## config.mk

```make
export PLATFORM = sky130hd
export DESIGN_NAME = cmpone_regs
export DESIGN_NICKNAME = d
export VERILOG_FILES = /design/src/hw/cmpone_pkg.sv /design/src/hw/cmpone_sync.sv /design/src/hw/cmpone_regs.sv
export SDC_FILE = /design/constraint.sdc
export NUM_CORES = 1
export LEC_CHECK = 0
export BUFFER_PORTS_ARGS = -buffer_cell sky130_fd_sc_hd__buf_4
export CAP_MARGIN = 20
export CORE_MARGIN = 8
export CORE_UTILIZATION = 48
export CTS_CLUSTER_SIZE = 14
export DETAILED_ROUTE_END_ITERATION = 16
export GPL_TIMING_DRIVEN = 0
export HOLD_SLACK_MARGIN = 0.12
export PLACE_DENSITY = 0.81
export SLEW_MARGIN = 20
export SYNTH_ARGS = -nofsm -noshare
export SYNTH_HDL_FRONTEND = slang
export SYNTH_HIERARCHICAL = 1
export SYNTH_SLANG_ARGS = --single-unit
```

## constraint.sdc

```tcl
create_clock -name clk -period 1.5 [get_ports clk]
set_input_delay 0.15 -clock clk [delete_from_list [all_inputs] [get_ports clk]]
set_output_delay 0.15 -clock clk [all_outputs]
set_load 0.005 [all_outputs]
```

## src/hw/cmpone_pkg.sv

```systemverilog
// Purpose: Constants for the comparator one control register bank
// Assumes: 8-bit special-function register port, page 0x0
// Notes: Offsets are the printed special-function addresses
package cmpone_pkg;
  localparam logic [7:0] CMPONE_CTRL_ADDR = 8'h9a;
  localparam logic [7:0] CMPONE_MODE_ADDR = 8'h9c;
  localparam logic [3:0] CMPONE_PAGE = 4'h0;
  localparam int CMPONE_EN_BIT = 7;
  localparam int CMPONE_RES_BIT = 6;
  localparam int CMPONE_RISE_BIT = 5;
  localparam int CMPONE_FALL_BIT = 4;
  localparam int CMPONE_HYP_LSB = 2;
  localparam int CMPONE_HYN_LSB = 0;
  localparam int CMPONE_RIE_BIT = 5;
  localparam int CMPONE_FIE_BIT = 4;
  localparam int CMPONE_MD_LSB = 0;
  localparam logic [7:0] CMPONE_CTRL_RST = 8'h00;
  localparam logic [1:0] CMPONE_MD_RST = 2'h2;
  localparam logic [1:0] CMPONE_RIE_FIE_RST = 2'h0;
  localparam logic [7:0] CMPONE_MODE_FIXED = 8'h80;
  localparam int CMPONE_SYNC_STAGES = 2;
  typedef enum logic [1:0] {
    CMPONE_TMR_A = 2'h1,
    CMPONE_TMR_B = 2'h2
  } cmpone_tmr_e;
endpackage : cmpone_pkg

```

## src/hw/cmpone_sync.sv

```systemverilog
// Purpose: Synchroniser for the asynchronous comparator result
// Assumes: Single clock domain, synchronous active-high reset
// Notes: First stage is read only by the second stage
`timescale 1ns/1ps
module cmpone_sync #(
  parameter int STAGES = 2
) (
  input wire logic clk,
  input wire logic rst,
  input wire logic din,
  output logic dout
);
  logic [STAGES-1:0] sync_q;

  always_ff @(posedge clk) begin
    if (rst) begin
      sync_q <= '0;
    end else begin
      sync_q <= {sync_q[STAGES-2:0], din};
    end
  end

  assign dout = sync_q[STAGES-1];
endmodule : cmpone_sync

```

## src/hw/cmpone_regs.sv

```systemverilog
// Purpose: Control and status registers of comparator one
// Assumes: 8-bit SFR bus; sfr_wr/sfr_rd are one-cycle strobes
// Notes: Edge flags are set by hardware, cleared by software
// Functional notes
// (RULE1) Control at 0x9a page 0; bit7 enables
// (RULE2) Bit 6 read-only comparator result
// (RULE3) Bit 5 sticky rising flag, software clears
// (RULE4) Bit 4 sticky falling flag, software clears
// (RULE5) Bits 3:2 positive hysteresis select
// (RULE6) Bits 1:0 negative hysteresis select
// (RULE7) Mode field selects speed/power tradeoff
// (RULE8) Mode bits 3:2 read zero
// (RULE9) Result routable to either of two timers
// (RULE10) Software sets input pins analog
// (RULE11) Software makes crossbar skip input pins
// (RULE12) Edge enables gate interrupt; bit7=1 bit6=0
`timescale 1ns/1ps
module cmpone_regs
  import cmpone_pkg::*;
#(
  parameter int SYNC_STAGES = CMPONE_SYNC_STAGES
) (
  input wire logic clk,
  input wire logic rst,
  input wire logic [7:0] sfr_addr,
  input wire logic [3:0] sfr_page,
  input wire logic sfr_wr,
  input wire logic [7:0] sfr_wdata,
  input wire logic sfr_rd,
  output logic [7:0] sfr_rdata,
  input wire logic cmp_raw,
  input wire logic [1:0] timer_route_sel,
  output logic cmp_enable,
  output logic [1:0] pos_hyst_sel,
  output logic [1:0] neg_hyst_sel,
  output logic [1:0] speed_power_sel,
  output logic cmp_irq,
  output logic timer_a_capture,
  output logic timer_b_capture
);
  logic cmp_sync;
  logic res_q;
  logic en_q;
  logic rise_q;
  logic fall_q;
  logic [1:0] hyp_q;
  logic [1:0] hyn_q;
  logic rie_q;
  logic fie_q;
  logic [1:0] md_q;
  logic [7:0] rdata_q;
  logic cap_a_q;
  logic cap_b_q;
  logic page_ok;
  logic ctrl_wr;
  logic mode_wr;
  logic rise_ev;
  logic fall_ev;
  logic [7:0] ctrl_val;
  logic [7:0] mode_val;

  // Costs two cycles of latency, but keeps a metastable level out of the edge logic
  cmpone_sync #(
    .STAGES(SYNC_STAGES)
  ) u_sync (
    .clk(clk),
    .rst(rst),
    .din(cmp_raw),
    .dout(cmp_sync)
  );

  assign page_ok = (sfr_page == CMPONE_PAGE);
  assign ctrl_wr = sfr_wr && page_ok && (sfr_addr == CMPONE_CTRL_ADDR); // RULE1
  assign mode_wr = sfr_wr && page_ok && (sfr_addr == CMPONE_MODE_ADDR);

  // Disabled comparator reads low and makes no edges
  always_ff @(posedge clk) begin
    if (rst) begin
      res_q <= 1'b0;
    end else begin
      res_q <= cmp_sync & en_q; // RULE2
    end
  end

  assign rise_ev = en_q && cmp_sync && !res_q;
  assign fall_ev = en_q && !cmp_sync && res_q;

  always_ff @(posedge clk) begin
    if (rst) begin
      en_q <= CMPONE_CTRL_RST[CMPONE_EN_BIT];
      hyp_q <= CMPONE_CTRL_RST[CMPONE_HYP_LSB +: 2];
      hyn_q <= CMPONE_CTRL_RST[CMPONE_HYN_LSB +: 2];
    end else if (ctrl_wr) begin
      en_q <= sfr_wdata[CMPONE_EN_BIT]; // RULE1
      hyp_q <= sfr_wdata[CMPONE_HYP_LSB +: 2]; // RULE5
      hyn_q <= sfr_wdata[CMPONE_HYN_LSB +: 2]; // RULE6
    end
  end

  // Set wins over a simultaneous software clear so no edge is lost
  always_ff @(posedge clk) begin
    if (rst) begin
      rise_q <= CMPONE_CTRL_RST[CMPONE_RISE_BIT];
      fall_q <= CMPONE_CTRL_RST[CMPONE_FALL_BIT];
    end else begin
      if (rise_ev) begin
        rise_q <= 1'b1; // RULE3
      end else if (ctrl_wr) begin
        rise_q <= sfr_wdata[CMPONE_RISE_BIT]; // RULE3
      end
      if (fall_ev) begin
        fall_q <= 1'b1; // RULE4
      end else if (ctrl_wr) begin
        fall_q <= sfr_wdata[CMPONE_FALL_BIT]; // RULE4
      end
    end
  end

  always_ff @(posedge clk) begin
    if (rst) begin
      rie_q <= CMPONE_RIE_FIE_RST[1];
      fie_q <= CMPONE_RIE_FIE_RST[0];
      md_q <= CMPONE_MD_RST;
    end else if (mode_wr) begin
      rie_q <= sfr_wdata[CMPONE_RIE_BIT]; // RULE12
      fie_q <= sfr_wdata[CMPONE_FIE_BIT]; // RULE12
      md_q <= sfr_wdata[CMPONE_MD_LSB +: 2]; // RULE7
    end
  end

  assign ctrl_val = {en_q, res_q, rise_q, fall_q, hyp_q, hyn_q};
  // Bits 7 and 6 fixed, bits 3:2 always zero
  assign mode_val = CMPONE_MODE_FIXED | {2'h0, rie_q, fie_q, 2'h0, md_q}; // RULE8 RULE12

  // Unselected reads return zero so several banks can share one read path
  always_ff @(posedge clk) begin
    if (rst) begin
      rdata_q <= 8'h00;
    end else if (sfr_rd && page_ok && sfr_addr == CMPONE_CTRL_ADDR) begin
      rdata_q <= ctrl_val;
    end else if (sfr_rd && page_ok && sfr_addr == CMPONE_MODE_ADDR) begin
      rdata_q <= mode_val;
    end else begin
      rdata_q <= 8'h00;
    end
  end

  // Capture pulse on any result edge, sent to the selected timer
  // Both timers take the same pulse when both select bits are set
  always_ff @(posedge clk) begin
    if (rst) begin
      cap_a_q <= 1'b0;
      cap_b_q <= 1'b0;
    end else begin
      cap_a_q <= (rise_ev || fall_ev) && timer_route_sel[0]; // RULE9
      cap_b_q <= (rise_ev || fall_ev) && timer_route_sel[1]; // RULE9
    end
  end

  assign sfr_rdata = rdata_q;
  assign cmp_enable = en_q;
  assign pos_hyst_sel = hyp_q;
  assign neg_hyst_sel = hyn_q;
  assign speed_power_sel = md_q;
  assign cmp_irq = (rise_q && rie_q) || (fall_q && fie_q); // RULE12
  assign timer_a_capture = cap_a_q;
  assign timer_b_capture = cap_b_q;

  chk_rise_sets: assert property (@(posedge clk) disable iff (rst)
    rise_ev |=> rise_q) else $error("rise flag not set"); // RULE3
  chk_fall_sets: assert property (@(posedge clk) disable iff (rst)
    fall_ev |=> fall_q) else $error("fall flag not set"); // RULE4
  chk_rise_sticky: assert property (@(posedge clk) disable iff (rst)
    rise_q && !ctrl_wr |=> rise_q) else $error("rise flag dropped"); // RULE3
  chk_fall_sticky: assert property (@(posedge clk) disable iff (rst)
    fall_q && !ctrl_wr |=> fall_q) else $error("fall flag dropped"); // RULE4
  chk_enable_write: assert property (@(posedge clk) disable iff (rst)
    ctrl_wr |=> cmp_enable == $past(sfr_wdata[7])) else $error("enable not stored"); // RULE1
  chk_hyst_write: assert property (@(posedge clk) disable iff (rst)
    ctrl_wr |=> pos_hyst_sel == $past(sfr_wdata[3:2]) && neg_hyst_sel == $past(sfr_wdata[1:0]))
    else $error("hysteresis not stored"); // RULE5
  chk_mode_read: assert property (@(posedge clk) disable iff (rst)
    sfr_rd && page_ok && sfr_addr == CMPONE_MODE_ADDR |=> sfr_rdata[7:6] == 2'b10 && sfr_rdata[3:2] == 2'b00)
    else $error("mode fixed bits wrong"); // RULE8
  chk_result_read: assert property (@(posedge clk) disable iff (rst)
    sfr_rd && page_ok && sfr_addr == CMPONE_CTRL_ADDR |=> sfr_rdata[6] == $past(res_q))
    else $error("result bit wrong"); // RULE2
  chk_mode_write: assert property (@(posedge clk) disable iff (rst)
    mode_wr |=> speed_power_sel == $past(sfr_wdata[1:0])) else $error("mode not stored"); // RULE7
  chk_irq_gate: assert property (@(posedge clk) disable iff (rst)
    rise_q && !rie_q && !(fall_q && fie_q) |-> !cmp_irq) else $error("irq not gated"); // RULE12
  chk_route: assert property (@(posedge clk) disable iff (rst)
    rise_ev && timer_route_sel == 2'b01 |=> timer_a_capture && !timer_b_capture)
    else $error("capture misrouted"); // RULE9

  // Edge to interrupt, flag clear and disabled result
  chk_irq_rise: assert property (@(posedge clk) disable iff (rst)
    rise_ev && rie_q && !mode_wr |=> cmp_irq) else $error("rise irq missing"); // RULE12
  chk_irq_fall: assert property (@(posedge clk) disable iff (rst)
    fall_ev && fie_q && !mode_wr |=> cmp_irq) else $error("fall irq missing"); // RULE12
  chk_rise_clear: assert property (@(posedge clk) disable iff (rst)
    ctrl_wr && !rise_ev && !sfr_wdata[CMPONE_RISE_BIT] |=> !rise_q) else $error("rise flag not cleared"); // RULE3
  chk_fall_clear: assert property (@(posedge clk) disable iff (rst)
    ctrl_wr && !fall_ev && !sfr_wdata[CMPONE_FALL_BIT] |=> !fall_q) else $error("fall flag not cleared"); // RULE4
  chk_off_low: assert property (@(posedge clk) disable iff (rst)
    !en_q |=> !res_q) else $error("result high while disabled"); // RULE2
  chk_bad_read: assert property (@(posedge clk) disable iff (rst)
    sfr_rd && !page_ok |=> sfr_rdata == 8'h00) else $error("foreign page read not zero"); // RULE1
  chk_enables_write: assert property (@(posedge clk) disable iff (rst)
    mode_wr |=> rise_q == rise_q && rie_q == $past(sfr_wdata[5]) && fie_q == $past(sfr_wdata[4]))
    else $error("edge enables not stored"); // RULE12
  // Routing and read-back checks
  chk_route_b: assert property (@(posedge clk) disable iff (rst)
    fall_ev && timer_route_sel == 2'b10 |=> timer_b_capture && !timer_a_capture)
    else $error("capture misrouted to timer a"); // RULE9
  chk_ctrl_read: assert property (@(posedge clk) disable iff (rst)
    sfr_rd && page_ok && sfr_addr == CMPONE_CTRL_ADDR |=> sfr_rdata[7] == $past(en_q) && sfr_rdata[5] == $past(rise_q))
    else $error("control read wrong"); // RULE1 RULE3

  cov_rise: cover property (@(posedge clk) disable iff (rst) rise_ev);
  cov_fall: cover property (@(posedge clk) disable iff (rst) fall_ev);
  cov_irq: cover property (@(posedge clk) disable iff (rst) cmp_irq);
  cov_clear_race: cover property (@(posedge clk) disable iff (rst) rise_ev && ctrl_wr);
  cov_route_b: cover property (@(posedge clk) disable iff (rst) timer_b_capture);
endmodule : cmpone_regs

```

Word-level counts from Yosys, hierarchy flattened
Index checks and enable logic that the tools add are counted.
{ "op_classes": {"reduce_logical": 21, "bitwise_logic": 1, "muxes": 6, "n_eq_ne": 2} }
{ "ops": {"columns": ["op", "n"], "rows": [
  ["== test 8 bit, second input constant", 2],
  ["2-to-1 mux 8 bit", 2],
  ["logical AND 1 bit", 14],
  ["logical NOT 4 bit", 1],
  ["2-to-1 mux 1 bit", 4],
  ["nonzero test 2 bit", 2],
  ["logical NOT 1 bit", 2],
  ["logical OR 1 bit", 2],
  ["bitwise AND 1 bit", 1]
]} }
{ "totals": {"out_inout_bits": 18, "word_cells": 43, "inputBits": 27, "regBits": 24} }

Longest topological paths before layout
{ "depth": {"depth_word": 5, "depth_mapped": 4, "mapped_depth_nobuf": 3} }

Cells and area by module
Netlist, hierarchy kept.
{ "by_module_without_submodules": {"columns": ["mod", "seq_area_each_um2", "instances", "area_per_inst_um2", "cells_each"], "rows": [
  ["cmpone_regs", 440.4, 1, 955.9, 92],
  ["cmpone_sync", 40.0, 1, 52.6, 4]
]} }

Worst setup path before layout
No wires, ideal clock.
{ "synth_path": {"path_kind": "input-to-reg", "startpoint": "input port sfr_page[1]", "endpoint": "register en_q, in the netlist cmp_enable", "setup_time_ps": 72, "t_arrival_ps": 970, "path_buffers": 1, "t_required_ps": 1428, "setup_slack_ps": 459, "cell_stages": 4, "cell_sequence": "nor4_4 -> and4_1 -> buf_4 -> mux2i_1"} }
{ "synth_between": {"elab_chain_len": 3} }
{ "synth_rtl": {"columns": ["element", "line_no", "text"], "rows": [
  ["start, declared", "cmpone_regs.sv:26", "input wire logic [3:0] sfr_page,"],
  ["logical NOT 4 bit", "cmpone_regs.sv:72", "assign page_ok = (sfr_page == CMPONE_PAGE);"],
  ["logical AND 1 bit (2 in series)", "cmpone_regs.sv:73", "assign ctrl_wr = sfr_wr && page_ok && (sfr_addr == CMPONE_CTRL_ADDR);"],
  ["end signal, assigned", "cmpone_regs.sv:90", "en_q <= CMPONE_CTRL_RST[CMPONE_EN_BIT];"],
  ["end signal, assigned", "cmpone_regs.sv:94", "en_q <= sfr_wdata[CMPONE_EN_BIT];"],
  ["end, declared", "cmpone_regs.sv:43", "logic en_q;"]
]} }
No other way between the ends.
A chain may end at the register's enable or synchronous reset.

Final worst setup path
{ "layout_path": {"startpoint": "input port sfr_addr[2]", "endpoint": "register hyp_q[1], in the netlist pos_hyst_sel[1]"} }
{ "layout_between": {"elab_chain_len": 2} }
{ "layout_rtl": {"columns": ["element", "line_no", "text"], "rows": [
  ["start, declared", "cmpone_regs.sv:25", "input wire logic [7:0] sfr_addr,"],
  ["== test 8 bit", "cmpone_regs.sv:73", null],
  ["logical AND 1 bit", "cmpone_regs.sv:73", null],
  ["end signal, assigned", "cmpone_regs.sv:91", "hyp_q <= CMPONE_CTRL_RST[CMPONE_HYP_LSB +: 2];"],
  ["end signal, assigned", "cmpone_regs.sv:95", "hyp_q <= sfr_wdata[CMPONE_HYP_LSB +: 2];"],
  ["end, declared", "cmpone_regs.sv:46", "logic [1:0] hyp_q;"]
]} }
No other way between the ends.

==> impl_metrics.csv <==
group,metric,value,unit
critical_path,rrSetupSlack,0.55,ns
sta,timing.fmax,716.0,MHz
critical_path,crit_family,"buffers and inverters",
sta,worstMarginPinSlew,0.4098,ns
die,dieHeight,61.84,um
critical_path,crit_path_start_kind,"input port",
synthesis,ys.flop_type,"dfxtp_1",
critical_path,cp_max_fo,7,
job,drv_cap,0,
placement,gp_congestion,0.7677,
route,wl,2765,um
critical_path,crit_chain,"dlygate4sd3_1, buf_4, and3b_1, and4_1, buf_4, mux2i_1",
sta,setup_viol,0,
global_route,grt-ovfl-total,0,
critical_path,crit_top_cell,"buf_4",
synthesis,synth_edf_count,0,
route,vias,940,
sta,fin_skew,0.002067,ns
route,first_pass_iters,4,
pwr,irDropWorstVdd,962.2,uV
clocking,cts_tree,"yes",
synthesis,ys_warn_count,6,
route,wl_met1,1100,um
sta,period_share,93.11,%
die,core_area,0.001982,mm2
sta,setup_tns,0,ns
sta,slew_headroom,72.68,%
critical_path,end_kind,"register",
global_route,grtUsageTotal,15.87,%
synthesis,yosysSeqAreaShare,47.64,%
placement,port_buffers,43,
die,die_x,61.84,um
route,dr_wl_met2,1447,um
finish,area_growth,53.47,%
finish,drive_above_1_share,33.97,%
critical_path,rr_worst_depth,3,
finish,final_nets,184,
synthesis,synth.avg_cell_area,10.50,um2
synthesis,ys_ff_latch,24,
clocking,clk_pin_slew,0.13,ns
critical_path,slowest_delay,0.56,ns
synthesis,syn_inst,96,
global_route,antenna_found_initial,0,
critical_path,worstSetupPathType,"in -> reg",
global_route,grt_max_degree,15,
critical_path,arrival,1.65,ns
clocking,ctsHtreeMaxLevel,1,
finish,diodes,0,
placement,hpwl,2018,um
global_route,grt_pass1_wl,4533,um
critical_path,setup.worst_path.end,"pos_hyst_sel[1]",
clocking,post_cts_buffers,0,
die,die-area,0.003824,mm2
route,ant_nets,0,
die,start_util,50.88,%
finish,stdcell_count,183,
critical_path,r2r-end,"rise_q",
clocking,clockRootBuffer,"clkbuf_4",
critical_path,r2r_start,"res_q",
die,num_io_pins,45,
critical_path,worstSetupStartpoint,"sfr_addr[2]",
clocking,numCtsBuffers,3,
route,avgRoutedWirePerCell,15.11,um
pwr,power_density,800.7,mW/mm2
die,placementRows,16,
synthesis,synth_nets,123,
clocking,holdBufCountCts,11,
sta,fin_crit,1.397,ns
global_route,grt_pass1_vias,981,
route,drc,0,
route,routed.top_layer,"met4",
critical_path,crit_required,1.75,ns
synthesis,netlist_area,0.001008,mm2
worst_hold_path,holdCritPathClass,"in -> reg",
critical_path,crit_cells,6,
pwr,leakage,0.6653,nW
sta,drv_slew,0,
critical_path,cpMaxStageDelayCell,"dlygate4sd3_1",
clocking,cts.path.max_buffers,2,
clocking,clock_latency,0.31,ns
route,viasPerCell,5.137,
synthesis,synthArstFlopShare,0,%
sta,hold_viol,0,
synthesis,ys_types,22,
route,drtIter0Drc,15,
critical_path,path_buf_inv,3,
route,wl_met3,188,um
sta,rsz0062_at_grt,"false",
outcome,status,"complete, no violations",
clocking,clock_sinks,24,
placement,placed_cells,166,
clocking,post_cts_resized,0,
registers in the layout, indices dropped and copies added (netlist names):
signal / cells
sfr_rdata: 8
neg_hyst_sel: 2
pos_hyst_sel: 2
speed_power_sel: 2
u_sync/sync_q: 2
cmp_enable: 1
fall_q: 1
fie_q: 1
res_q: 1
rie_q: 1
rise_q: 1
timer_a_capture: 1
timer_b_capture: 1
cell usage after synthesis (2+ instances only):
cell type	count	share of area [%]
a22oi_1	4	3.0
and2_1	2	1.2
and3b_1	4	3.5
and4_1	2	1.7
and4bb_2	2	2.5
clkbuf_1	2	0.74
dfxtp_1	24	48
inv_1	2	0.74
mux2i_1	11	11
nand2b_1	15	9.3
nor2_1	9	3.3
nor2b_1	6	3.7
o21bai_1	4	3.0
cells in the final DEF (no fill, tap or decap), drive strengths merged, types with 2 or more instances in the layout:
cell type     n
and4          2
o21bai        4
dfxtp        24
nor2b         6
mux2i        11
and2          2
and4bb        2
inv           2
and3b         4
nand2b       15
nor2          9
clkbuf        5
buf          45
a22oi         4
dlygate4sd3  13
cells by family (layout without fill, tap and decap cells):
family	after synthesis	count (layout)	synth area share [%]
simple gates	44	44	30.52
xor+xnor	1	1	0.8686
compound gates	10	10	7.320
flops	24	24	47.64
buf+inv	6	66	2.730
mux	11	11	10.92
tightest hold or removal path: stages:
cell,delay [ns]
buf_4,0.08
nor2b_1,0.05
nand4_2,0.16
nor2_1,0.07
worst min path at each step:
stage	startpoint	end	slack, ns	cells after the start
finish	sfr_addr[6]	sfr_rdata[7]	0.21	4
global route	sfr_addr[6]	sfr_rdata[7]	0.23	4
CTS	sfr_wdata[4]	fie_q	0.12	3
detailed placement	rst	u_sync/sync_q[1]	0.36	2
global placement	rst	u_sync/sync_q[1]	0.35	2
floorplan	rst	u_sync/sync_q[0]	0.22	1
per-layer routing:
metal | vias up | GRT usage [%]
met3 | 4 | 4.115
met2 | 31 | 28.95
met1 | 452 | 17.38
li1 | 453 | -
met5 | - | 0
met4 | 0 | 4.870
power by group:
part           switching [W]  total (W)  internal [W]
Sequential        0.00000159   0.000642      0.000640
Clock               0.000196   0.000466      0.000270
Combinational      0.0000451   0.000131     0.0000864
final cells by class:
| type | count | area [um2] |
|---|---|---|
| multi-input cells | 66 | 500.5 |
| flip-flops and latches | 24 | 480.5 |
| repair buffers | 56 | 452.9 |
| fillers | 140 | 434.2 |
| well taps | 27 | 33.78 |
| clock inverters | 1 | 30.03 |
| clock buffers | 3 | 22.52 |
| plain buffers | 4 | 20.02 |
| inverters | 2 | 7.507 |
through the flow:
stage                     total power [W]  cell area (um2)  hold slack (ns)  utilization [%]  setup slack [ns]
after floorplan                 0.0006916             1008           0.2216                -            0.4586
after global placement          0.0007547             1365           0.3537            68.88            0.2493
after detailed placement        0.0007578             1365           0.3596            68.88            0.2085
after CTS                        0.001236             1528           0.1219            77.08            0.1189
after global routing             0.001287             1548           0.2311            78.09           0.02334
final                            0.001239             1548           0.2142            78.09            0.1033
Note: power is estimated with default switching activity, not from simulation.
